===== src/core/crossbar_defines.vh =====
`ifndef CROSSBAR_DEFINES_VH
`define CROSSBAR_DEFINES_VH
// Crossbar geometry
`define XB_NUM_PINS      24
`define XB_PIN_IDX_W     5
`define XB_NUM_SLOTS     14
`define XB_SLOT_W        4
// Routed function slots in priority order
`define XB_SLOT_SMB_SDA  4'h0
`define XB_SLOT_SMB_SCL  4'h1
`define XB_SLOT_UART_TX  4'h2
`define XB_SLOT_UART_RX  4'h3
`define XB_SLOT_SPI_SCK  4'h4
`define XB_SLOT_SPI_MISO 4'h5
`define XB_SLOT_SPI_MOSI 4'h6
`define XB_SLOT_SPI_NSS  4'h7
`define XB_SLOT_SYSTEM_CLOCK_OUTPUT   4'h8
`define XB_SLOT_CEX0     4'h9
`define XB_SLOT_CEX1     4'hA
`define XB_SLOT_CEX2     4'hB
`define XB_SLOT_ECI      4'hC
`define XB_SLOT_T0       4'hD
`define XB_SLOT_T1       4'hE
`define XB_SLOT_NONE     4'hF
// Slave-select mode field values
`define XB_NSS_3WIRE     2'h0
// Reset values
`define XB_MDIN_RESET    1'b1
`define XB_SKIP_RESET    1'b0
`endif


===== src/core/pin_sync.v =====
`timescale 1ns/1ns
`default_nettype none
// Two-flop synchroniser per pad input
module pin_sync
#(
  parameter WIDTH = 24
)
(
  input  wire             clock_in,
  input  wire             rst_in,
  input  wire [WIDTH-1:0] async_in,
  output wire [WIDTH-1:0] sync_out
);
  reg [WIDTH-1:0] meta_q;
  reg [WIDTH-1:0] sync_q;

  always @(posedge clock_in or posedge rst_in)
  begin
    if (rst_in)
    begin
      meta_q <= {WIDTH{1'b1}};
      sync_q <= {WIDTH{1'b1}};
    end
    else
    begin
      meta_q <= async_in;
      sync_q <= meta_q;
    end
  end

  assign sync_out = sync_q;
endmodule // pin_sync
`default_nettype wire


===== src/core/priority_decoder.v =====
`include "crossbar_defines.vh"
`timescale 1ns/1ns
`default_nettype none
// Walks the pins from lowest upward, handing each free pin the next
// requested function in priority order.
module priority_decoder
#(
  parameter NUM_PINS  = 24,
  parameter NUM_SLOTS = 15
)
(
  input  wire [NUM_SLOTS-1:0]  request_in,
  input  wire [NUM_PINS-1:0]   skip_in,
  output reg  [NUM_PINS*4-1:0] pin_slot_out,
  output reg  [NUM_PINS-1:0]   pin_routed_out
);
  integer p;
  integer s;
  reg [NUM_SLOTS-1:0] left;
  reg                 found;

  always @*
  begin
    left = request_in;
    pin_slot_out = {NUM_PINS{`XB_SLOT_NONE}};
    pin_routed_out = {NUM_PINS{1'b0}};
    for (p = 0; p < NUM_PINS; p = p + 1)
    begin
      found = 1'b0;
      if (!skip_in[p])
      begin
        for (s = 0; s < NUM_SLOTS; s = s + 1)
        begin
          if (left[s] && !found)
          begin
            found = 1'b1;
            left[s] = 1'b0;
            pin_slot_out[p*4 +: 4] = s[3:0];
            pin_routed_out[p] = 1'b1;
          end
        end
      end
    end
  end
endmodule // priority_decoder
`default_nettype wire


===== src/core/priority_crossbar_pin_assign.v =====
`include "crossbar_defines.vh"
`timescale 1ns/1ns
`default_nettype none
module priority_crossbar_pin_assign
#(
  parameter NUM_PINS = `XB_NUM_PINS
)
(
  input  wire                clock_in,
  input  wire                rst_in,
  // Configuration
  input  wire                crossbar_route_enable_in,
  input  wire [NUM_PINS-1:0] port_skip_mask_in,
  input  wire [NUM_PINS-1:0] port_input_mode_in,
  input  wire                smbus_unit_enable_in,
  input  wire                uart_unit_enable_in,
  input  wire                spi_unit_enable_in,
  input  wire [1:0]          slave_select_mode_field_in,
  input  wire                system_clock_output_enable_in,
  input  wire [2:0]          pca_channel_count_in,
  input  wire                pca_external_count_input_enable_in,
  input  wire                timer_zero_input_enable_in,
  input  wire                timer_one_input_enable_in,
  // Port latch and push-pull select
  input  wire [NUM_PINS-1:0] port_latch_in,
  input  wire [NUM_PINS-1:0] port_push_pull_in,
  // Peripheral outputs
  input  wire                smbus_sda_out_in,
  input  wire                smbus_scl_out_in,
  input  wire                uart_tx_in,
  input  wire                spi_sck_out_in,
  input  wire                spi_miso_out_in,
  input  wire                spi_mosi_out_in,
  input  wire                spi_nss_out_in,
  input  wire                system_clock_output_in,
  input  wire [2:0]          pca_channel_outputs_in,
  // Pads
  input  wire [NUM_PINS-1:0] pad_in,
  output reg  [NUM_PINS-1:0] pad_out,
  output reg  [NUM_PINS-1:0] pad_oe_out,
  output reg  [NUM_PINS-1:0] pad_pullup_out,
  // Peripheral inputs from routed pins
  output reg                 smbus_sda_in_out,
  output reg                 smbus_scl_in_out,
  output reg                 uart_rx_out,
  output reg                 spi_sck_in_out,
  output reg                 spi_mosi_in_out,
  output reg                 spi_miso_in_out,
  output reg                 spi_nss_in_out,
  output reg                 pca_external_count_input_out,
  output reg                 timer_zero_input_out,
  output reg                 timer_one_input_out,
  // Fixed digital functions and routed-pin map
  output reg  [NUM_PINS-1:0] fixed_pin_level_out,
  output reg  [NUM_PINS-1:0] fixed_pin_edge_out,
  output reg  [NUM_PINS-1:0] pin_routed_out
);
  localparam NSLOT = `XB_NUM_SLOTS + 1;

  wire [NUM_PINS-1:0]   pad_sync;
  wire [NUM_PINS*4-1:0] pin_slot;
  wire [NUM_PINS-1:0]   pin_routed;
  wire [NUM_PINS-1:0]   pad_out_d;
  wire [NUM_PINS-1:0]   pad_oe_d;
  wire [NUM_PINS-1:0]   pad_pullup_d;
  wire [NUM_PINS-1:0]   digital_level;
  wire [2:0]            pca_request;
  wire                  nss_request;
  reg  [NSLOT-1:0]      request;
  reg  [NSLOT-1:0]      slot_drive;
  reg  [NSLOT-1:0]      slot_in_d;
  reg  [NUM_PINS-1:0]   prev_level_q;
  reg  [3:0]            sl;
  integer               i;
  genvar                g;
  genvar                c;

  pin_sync #(
    .WIDTH (NUM_PINS)
  ) u_sync (
    .clock_in (clock_in),
    .rst_in   (rst_in),
    .async_in (pad_in),
    .sync_out (pad_sync)
  );

  // Slave select needs a pin only in four-wire mode
  assign nss_request = spi_unit_enable_in &&
    (slave_select_mode_field_in != `XB_NSS_3WIRE);

  // PCA channel n routes while the channel count exceeds n and is at most 3
  generate
    for (c = 0; c < 3; c = c + 1)
    begin : pca_req
      localparam [2:0] CHANNEL = c;
      assign pca_request[c] = (pca_channel_count_in > CHANNEL) &&
        (pca_channel_count_in <= 3'h3);
    end
  endgenerate

  // Requested functions in priority order
  always @*
  begin
    request = {NSLOT{1'b0}};
    if (crossbar_route_enable_in)
    begin
      request[`XB_SLOT_SMB_SDA]  = smbus_unit_enable_in;
      request[`XB_SLOT_SMB_SCL]  = smbus_unit_enable_in;
      request[`XB_SLOT_UART_TX]  = uart_unit_enable_in;
      request[`XB_SLOT_UART_RX]  = uart_unit_enable_in;
      request[`XB_SLOT_SPI_SCK]  = spi_unit_enable_in;
      request[`XB_SLOT_SPI_MISO] = spi_unit_enable_in;
      request[`XB_SLOT_SPI_MOSI] = spi_unit_enable_in;
      request[`XB_SLOT_SPI_NSS]  = nss_request;
      request[`XB_SLOT_SYSTEM_CLOCK_OUTPUT]   = system_clock_output_enable_in;
      request[`XB_SLOT_CEX0] = pca_request[0];
      request[`XB_SLOT_CEX1] = pca_request[1];
      request[`XB_SLOT_CEX2] = pca_request[2];
      request[`XB_SLOT_ECI] = pca_external_count_input_enable_in;
      request[`XB_SLOT_T0]  = timer_zero_input_enable_in;
      request[`XB_SLOT_T1]  = timer_one_input_enable_in;
    end
  end

  // Combinational priority walk
  priority_decoder #(
    .NUM_PINS  (NUM_PINS),
    .NUM_SLOTS (NSLOT)
  ) u_decode (
    .request_in     (request),
    .skip_in        (port_skip_mask_in),
    .pin_slot_out   (pin_slot),
    .pin_routed_out (pin_routed)
  );

  // Peripheral output value per slot; input-only slots drive high
  always @*
  begin
    slot_drive = {NSLOT{1'b1}};
    slot_drive[`XB_SLOT_SMB_SDA]  = smbus_sda_out_in;
    slot_drive[`XB_SLOT_SMB_SCL]  = smbus_scl_out_in;
    slot_drive[`XB_SLOT_UART_TX]  = uart_tx_in;
    slot_drive[`XB_SLOT_SPI_SCK]  = spi_sck_out_in;
    slot_drive[`XB_SLOT_SPI_MISO] = spi_miso_out_in;
    slot_drive[`XB_SLOT_SPI_MOSI] = spi_mosi_out_in;
    slot_drive[`XB_SLOT_SPI_NSS]  = spi_nss_out_in;
    slot_drive[`XB_SLOT_SYSTEM_CLOCK_OUTPUT]   = system_clock_output_in;
    slot_drive[`XB_SLOT_CEX0]     = pca_channel_outputs_in[0];
    slot_drive[`XB_SLOT_CEX1]     = pca_channel_outputs_in[1];
    slot_drive[`XB_SLOT_CEX2]     = pca_channel_outputs_in[2];
  end

  // Per-pin drive value, driver enables and digital receiver
  generate
    for (g = 0; g < NUM_PINS; g = g + 1)
    begin : pad_cell
      wire [3:0] cell_slot;
      wire       cell_digital;
      wire       cell_value;
      wire       cell_oe;
      assign cell_slot = pin_slot[g*4 +: 4];
      assign cell_digital = port_input_mode_in[g];
      // Unrouted pins act as port I/O
      assign cell_value = pin_routed[g] ? slot_drive[cell_slot] :
        port_latch_in[g];
      // Drivers stay off while the crossbar is disabled
      assign cell_oe = crossbar_route_enable_in && cell_digital &&
        (port_push_pull_in[g] || !cell_value);
      // Pull-up off on analog pins and on pins driving low
      assign pad_pullup_d[g] = cell_digital && !(cell_oe && !cell_value);
      assign pad_out_d[g] = cell_value;
      assign pad_oe_d[g] = cell_oe;
      // Analog pins show a quiet zero to fixed functions
      assign digital_level[g] = cell_digital & pad_sync[g];
    end
  endgenerate

  // Routed pad levels back to peripheral inputs
  always @*
  begin
    slot_in_d = {NSLOT{1'b1}};
    sl = `XB_SLOT_NONE;
    for (i = 0; i < NUM_PINS; i = i + 1)
    begin
      sl = pin_slot[i*4 +: 4];
      if (pin_routed[i])
      begin
        slot_in_d[sl] = digital_level[i];
      end
    end
  end

  // Pad drive registers
  always @(posedge clock_in or posedge rst_in)
  begin
    if (rst_in)
    begin
      pad_out <= {NUM_PINS{1'b1}};
      pad_oe_out <= {NUM_PINS{1'b0}};
      pad_pullup_out <= {NUM_PINS{1'b1}};
    end
    else
    begin
      pad_out <= pad_out_d;
      pad_oe_out <= pad_oe_d;
      pad_pullup_out <= pad_pullup_d;
    end
  end

  // Peripheral input registers, idle high
  always @(posedge clock_in or posedge rst_in)
  begin
    if (rst_in)
    begin
      smbus_sda_in_out <= 1'b1;
      smbus_scl_in_out <= 1'b1;
      uart_rx_out <= 1'b1;
      spi_sck_in_out <= 1'b1;
      spi_mosi_in_out <= 1'b1;
      spi_miso_in_out <= 1'b1;
      spi_nss_in_out <= 1'b1;
      pca_external_count_input_out <= 1'b1;
      timer_zero_input_out <= 1'b1;
      timer_one_input_out <= 1'b1;
    end
    else
    begin
      smbus_sda_in_out <= slot_in_d[`XB_SLOT_SMB_SDA];
      smbus_scl_in_out <= slot_in_d[`XB_SLOT_SMB_SCL];
      uart_rx_out <= slot_in_d[`XB_SLOT_UART_RX];
      spi_sck_in_out <= slot_in_d[`XB_SLOT_SPI_SCK];
      spi_mosi_in_out <= slot_in_d[`XB_SLOT_SPI_MOSI];
      spi_miso_in_out <= slot_in_d[`XB_SLOT_SPI_MISO];
      spi_nss_in_out <= slot_in_d[`XB_SLOT_SPI_NSS];
      pca_external_count_input_out <= slot_in_d[`XB_SLOT_ECI];
      timer_zero_input_out <= slot_in_d[`XB_SLOT_T0];
      timer_one_input_out <= slot_in_d[`XB_SLOT_T1];
    end
  end

  // Fixed function level and edge; reset high like a pulled-up pad
  // so that release of reset shows no false edge except on analog pins
  always @(posedge clock_in or posedge rst_in)
  begin
    if (rst_in)
    begin
      fixed_pin_level_out <= {NUM_PINS{1'b1}};
      fixed_pin_edge_out <= {NUM_PINS{1'b0}};
      prev_level_q <= {NUM_PINS{1'b1}};
    end
    else
    begin
      fixed_pin_level_out <= digital_level;
      prev_level_q <= digital_level;
      fixed_pin_edge_out <= digital_level ^ prev_level_q;
    end
  end

  // Ownership map of routed pins
  always @(posedge clock_in or posedge rst_in)
  begin
    if (rst_in)
    begin
      pin_routed_out <= {NUM_PINS{1'b0}};
    end
    else
    begin
      pin_routed_out <= pin_routed;
    end
  end
endmodule // priority_crossbar_pin_assign
`default_nettype wire


===== config.mk =====
export PLATFORM = sky130hd
export DESIGN_NAME = priority_crossbar_pin_assign
export DESIGN_NICKNAME = d
export VERILOG_FILES = /design/src/core/pin_sync.v /design/src/core/priority_decoder.v /design/src/core/priority_crossbar_pin_assign.v
export VERILOG_INCLUDE_DIRS = /design/src /design/src/core
export SDC_FILE = /design/constraint.sdc
export NUM_CORES = 1
export LEC_CHECK = 0
export BUFFER_PORTS_ARGS = -buffer_cell sky130_fd_sc_hd__buf_4
export CORE_MARGIN = 2
export CORE_UTILIZATION = 45
export CTS_BUF_LIST = sky130_fd_sc_hd__clkbuf_4
export DETAILED_ROUTE_END_ITERATION = 10
export SLEW_MARGIN = 25
export SYNTH_ARGS = -nofsm -noshare
export SYNTH_HDL_FRONTEND = slang
export SYNTH_SLANG_ARGS = --single-unit

===== constraint.sdc =====
create_clock -name clock_in -period 16.2 [get_ports clock_in]
set_input_delay 3.24 -clock clock_in [delete_from_list [all_inputs] [get_ports clock_in]]
set_output_delay 3.24 -clock clock_in [all_outputs]
set_load 0.005 [all_outputs]

# == Word level (Yosys, flattened, before mapping) ==
# Index checks and enable logic that the tools add are counted.
# totals
ramBits,0
n_memories,0
romBits,0
latch_bits,0
ff_bits,202
elab_cells,2895
out_inout_bits,154
# op_classes
shifts,0
n_reduce_logical,869
div_mod_pow,0
n_addsub,0
muxes,1929
n_bitwise,27
n_eq_ne,0
n_mul,0
magnitude_cmp,52
# ops
cell,n
4-bit two-way mux,384
1-bit two-way mux,1426
15-bit two-way mux,48
1-bit logical AND,460
1-bit zero test,384
15-bit bitwise mux,23
"4-bit by 5-bit < comparator with 1-bit output, second input constant",24
1-bit binary-select mux with 4-bit select,24
1-bit demux with 4-bit select,24
"4-bit by 1-bit >= comparator with 1-bit output, second input constant",24
1-bit AND,24
1-bit logical OR,24
24-bit XOR,1
15-bit inverter,1
15-bit bitwise OR,1
"3-bit by 1-bit > comparator with 1-bit output, second input constant",2
"3-bit by 2-bit > comparator with 1-bit output, second input constant",1
"3-bit by 2-bit <= comparator with 1-bit output, second input constant",1
2-bit nonzero test,1

# == Longest topological paths before layout ==
# logic_depth
ltp_word,1404
mapped_depth,33

# == By module ==
# A second synthesis with hierarchy kept.
# unflattened
cells_unflattened,3633
area_unflattened_um2,26609.3
# by_module_without_submodules
module,cells_per_inst,area_each_um2,seq_area_each_um2,n_inst
priority_decoder,2119,12769.7,0.0,1
priority_crossbar_pin_assign,1465,12574.6,3956.3,1
pin_sync,49,1265.0,1261.2,1

# == Least setup slack after synthesis ==
# OpenSTA, ideal clock, no wires.
# synth_path
path_type,in2reg
start,input port smbus_unit_enable_in
end,register pad_oe_out[23]
stages,28
n_path_buf,4
required_time_ns,16.065
setup_slack_ns,6.368
arrival_ns,9.696
cell_sequence,buf_4 -> and2_1 -> buf_2 -> a21oi_2 -> a21oi_1 -> nor3_2 -> o211ai_2 -> buf_4 -> o221a_2 -> o21a_1 -> or3_1 -> clkbuf_1 -> o211a_2 -> a211oi_1 -> nor3_2 -> a211oi_2 -> a21boi_2 -> a221oi_2 -> maj3_2 -> a21oi_2 -> o21ai_2 -> maj3_1 -> o211a_2 -> nand3b_1 -> o22a_2 -> mux2_4 -> a211oi_2 -> a31oi_1
# synth_between
elab_chain_cells,134
elab_cells_between_ends,1727
# synth_lines
item,line_no,source
"start, declared",priority_crossbar_pin_assign.v:15,"input wire smbus_unit_enable_in,"
15-bit two-way mux *,priority_crossbar_pin_assign.v:105,if (crossbar_route_enable_in)
1-bit two-way mux,priority_decoder.v:34,if (left[s] && !found)
1-bit two-way mux,priority_decoder.v:30,if (!skip_in[p])
1-bit zero test,priority_decoder.v:34,
1-bit logical AND,priority_decoder.v:34,
1-bit two-way mux,priority_decoder.v:34,
1-bit two-way mux or 15-bit two-way mux (tied branches),priority_decoder.v:30,
1-bit zero test or 1-bit logical AND (tied branches),priority_decoder.v:34,
(+119 left out),n/a,
4-bit two-way mux,priority_decoder.v:30,
1-bit binary-select mux with 4-bit select,priority_crossbar_pin_assign.v:164,assign cell_value = pin_routed[g] ? slot_drive[cell_slot] :
1-bit two-way mux (not written as such),priority_crossbar_pin_assign.v:164,
1-bit two-way mux *,priority_crossbar_pin_assign.v:164,
1-bit zero test *,priority_crossbar_pin_assign.v:168,(port_push_pull_in[g] || !cell_value);
1-bit logical OR *,priority_crossbar_pin_assign.v:168,
1-bit logical AND *,priority_crossbar_pin_assign.v:167,assign cell_oe = crossbar_route_enable_in && cell_digital &&
via pad_cell[23].cell_oe,priority_crossbar_pin_assign.v:160,wire cell_oe;
"end signal, assigned",priority_crossbar_pin_assign.v:199,pad_oe_out <= {NUM_PINS{1'b0}};
"end signal, assigned",priority_crossbar_pin_assign.v:205,pad_oe_out <= pad_oe_d;
"end, declared",priority_crossbar_pin_assign.v:40,"output reg [NUM_PINS-1:0] pad_oe_out,"
# The timed path passes the listed nets; every way through them passes the cells marked *. The select of a mux whose other input is x is not followed.

# == Worst setup path in the final report ==
# layout_path
start,input port crossbar_route_enable_in
end,register pad_pullup_out[23]
# layout_between
elab_chain_cells,137
elab_cells_between_ends,1731
# layout_lines
item,line_no,source
"start, declared",priority_crossbar_pin_assign.v:12,"input wire crossbar_route_enable_in,"
15-bit two-way mux,priority_crossbar_pin_assign.v:105,
1-bit two-way mux,priority_decoder.v:34,
1-bit two-way mux,priority_decoder.v:30,
1-bit zero test,priority_decoder.v:34,
1-bit logical AND,priority_decoder.v:34,
1-bit two-way mux,priority_decoder.v:34,
1-bit two-way mux or 15-bit two-way mux (tied branches),priority_decoder.v:30,
1-bit zero test or 1-bit logical AND (tied branches),priority_decoder.v:34,
(+122 left out),n/a,
1-bit two-way mux,priority_crossbar_pin_assign.v:164,
1-bit zero test,"priority_crossbar_pin_assign.v:168, priority_crossbar_pin_assign.v:170",
1-bit logical OR,priority_crossbar_pin_assign.v:168,
1-bit logical AND,priority_crossbar_pin_assign.v:167,
1-bit logical AND *,priority_crossbar_pin_assign.v:170,assign pad_pullup_d[g] = cell_digital && !(cell_oe && !cell_value);
1-bit zero test *,priority_crossbar_pin_assign.v:170,
1-bit logical AND *,priority_crossbar_pin_assign.v:170,
via pad_pullup_d[23],priority_crossbar_pin_assign.v:65,wire [NUM_PINS-1:0] pad_pullup_d;
"end signal, assigned",priority_crossbar_pin_assign.v:200,pad_pullup_out <= {NUM_PINS{1'b1}};
"end signal, assigned",priority_crossbar_pin_assign.v:206,pad_pullup_out <= pad_pullup_d;
"end, declared",priority_crossbar_pin_assign.v:41,"output reg [NUM_PINS-1:0] pad_pullup_out,"
# Marked as above.

==> summary.txt <==
Die
  • Die Span Y: 231.6 µm
  • Rows: 83
  • Initial Util: 0.4545
  • Die W: 231.6 µm
  • Core ar.: 51,300 µm²
  • IO Count: 300
  • Die ar.: 53,650 µm²

Yosys
  • Count of cell types in the netlist: 138
  • Cells after Synth: 3,077
  • Post-synthesis net count: 3,223
  • Most used DFF post-synth: dfstp_2
  • Register area share after synthesis: 0.2238
  • Largest area contributor in the netlist: dfstp_2
  • Synth Warn #: 0
  • Yosys reg bits: 202
  • Synth Area per Inst: 7.577 µm²
  • Post-synthesis cell area: 23,310 µm²
  • Top-area cell type share of the netlist area: 0.1465
  • Async SR Flop Fraction: 1.000
  • Number of synthesized flops with an enable pin: 0
  • Main area contributors after synthesis: dfstp_2 15%, dfrtp_1 7.7%, nand2_1 5.5%, a21oi_1 4.7%, nor2_1 4.7%

Finish
  • Final net count: 3,459
  • Commonest non-fill, non-tap cell in the layout: nand2_1
  • Final std cells w/o fill: 4,035
  • Area Growth Syn to Fin: 14.27%
  • Most frequent cells in the layout: 340 x nand2_1, 316 x buf_4, 289 x nor2_1
  • FF+latch area: 5218 µm²
  • Layout cells sized above 1: 0.2318
  • Fillers: 5,061
  • Area of the multi-input gates: 17,120 µm²

Drt
  • Vias: 28,480
  • # DRC: 0
  • Drt first pass iters: 9
  • Wirelength per Cell: 27.08 µm
  • Final ANT Viol Nets: 0
  • Final WL: 109,300 µm
  • Vias per cell: 7.057
  • DR iter-0 viols: 4,355

Setup path
  • CP bufs+invs: 1
  • CP required: 16.81 ns
  • Max stage delay on crit path: 0.87 ns
  • Top delay family on crit path: compound AO/OA/AOI/OAI gates
  • CP Class: input port to register
  • Startpoint Class: input port
  • Critical Path Fanout Max: 32
  • Worst Path Arrival: 12.60 ns
  • CP endpoint kind: register
  • Critical Path Most Common Cell: nand2_1
  • Critical path's slowest cell: o21ai_1

Power and ir drop
  • Pwr/cell area: 58.62 nW/µm²
  • Worst VDD drop: 0.00004474 V
  • LEAKAGE: 0.01045 µW

Global routing
  • Number of global-route vias before repair: 25,180
  • Total congestion overflow: 0
  • Largest net degree at the start of global routing: 119
  • Initial antenna violation count: 7
  • GRT Overall Usage: 0.3898
  • First-pass GRT wire length: 160,300 µm

Clock tree
  • Clock root cell: clkbuf_4
  • CTS Buffer Depth: 3
  • CTS tree: done
  • Clk slew on worst S/H paths: 0.07 ns
  • H-tree depth: 2
  • Clock latency on the worst-skew pair: 0.70 ns
  • Post-CTS setup buffer count: 0
  • CTS Buf Count: 48
  • CTS resizes: 0
  • Sink Count: 202
  • Post-CTS Hold Fix Bufs: 0

Timing
  • Slew HR: 0.2032
  • Fmax: 0.08344 GHz
  • WHS: 0.3367 ns
  • RSZ-0062 raised after global routing: no
  • Final clock skew: 0.04594 ns
  • Final hold violations: 0
  • Setup TNS: 0 ns
  • Worst Tran Pin Value: 1.184 ns
  • Final setup fails: 0
  • Final Critical Period: 11.98 ns
  • Period Utilization, post-route: 0.7398
  • Slew Viols, Final: 0

Placed design
  • HPWL after DPL: 87,510 µm
  • Routability cong.: 1.073
  • Count of input and output buffers: 299
  • Cells after DPL: 3,940

Outcome
  • Outcome: finished, final reports clean

Run
  • Max Cap Viol: 0

Worst hold path
  • Worst min path class: register to register
==> registers in the layout, indices dropped and copies added, names as in the netlist <==
register	count
spi_nss_in_out	1
u_sync.sync_out	24
spi_sck_in_out	1
prev_level_q	24
uart_rx_out	1
smbus_sda_in_out	1
timer_zero_input_out	1
spi_mosi_in_out	1
pad_out	24
timer_one_input_out	1
pca_external_count_input_out	1
pad_pullup_out	24
smbus_scl_in_out	1
pad_oe_out	24
fixed_pin_edge_out	24
u_sync.meta_q	24
pin_routed_out	24
spi_miso_in_out	1
==> power by group <==
group	internal, µW	switching [µW]
Clock	228	206
Sequential	559	16.6
Combinational	191	361
==> kinds of logic after synthesis <==
family,after synthesis,synth area share
AO/OA/AOI/OAI,1253,0.4005
XOR/XNOR,35,0.01315
adder cells (fa/ha/maj),30,0.01309
buffers and inverters,236,0.04368
flip-flops,202,0.2238
multiplexers,91,0.04181
AND/OR/NAND/NOR,1230,0.2640
==> cell usage after synthesis (26+ instances only) <==
cell	n
o21ai_1	39
dfrtp_1	72
nand2b_1	31
or2_2	27
inv_1	101
nor4_1	43
nor3_1	96
nand2_1	340
nand3_1	124
nor2b_1	39
a211oi_1	53
nor2_1	289
a31oi_1	72
o21ai_0	192
dfstp_2	130
clkbuf_1	84
maj3_1	26
a21oi_1	220
and2_1	40
o21a_1	37
o221ai_1	31
mux2i_1	61
a21o_1	40
o211ai_1	54
a221oi_1	27
o31ai_1	28
nand4_1	38
and3_1	29
o22ai_1	43
==> layer usage <==
layer  global-route usage  routed length (µm)
met5                    0                  15
met4              0.08814                2470
met1               0.5824               47480
met3               0.1387               17100
met2               0.5262               42220
==> cell type report <==
cell class,count,area share
clock buffer,68,0.01916
timing repair buffer,320,0.09003
multi-input combinational,2639,0.6427
clock inverter,21,0.005401
inverter,102,0.01465
sequential,202,0.1958
tap,680,0.03194
antenna,3,0.0002818
==> through the flow <==
stage / instance area (µm²) / setup WS (ns) / utilization / total power (µW)
finish: 26640 / 4.215 / 0.5193 / 1562
global route: 26640 / 3.639 / 0.5193 / 1641
CTS: 26590 / 4.515 / 0.5183 / 1550
detailed placement: 25930 / 3.815 / 0.5055 / 1112
global placement: 25920 / 4.012 / 0.5053 / 1106
floorplan: 23310 / 6.368 / - / 898.2
==> path summary, 6_finish.rpt <==
| path | start | end | slack (ns) | cells past startpoint |
|---|---|---|---|---|
| max | crossbar_route_enable_in | pad_pullup_out[23] | 4.22 | 25 |
| min | u_sync.meta_q[20] | u_sync.sync_out[20] | 0.34 | 0 |
| max reg2reg | u_sync.sync_out[2] | uart_rx_out | 11.36 | 20 |
| min reg2reg | u_sync.meta_q[20] | u_sync.sync_out[20] | 0.34 | 0 |
| max in group asynchronous | rst_in | pad_oe_out[22] | 12.20 | 3 |
| min in group asynchronous | rst_in | pin_routed_out[1] | 2.68 | 2 |
No activity file was read; power rests on OpenSTA's default activity.
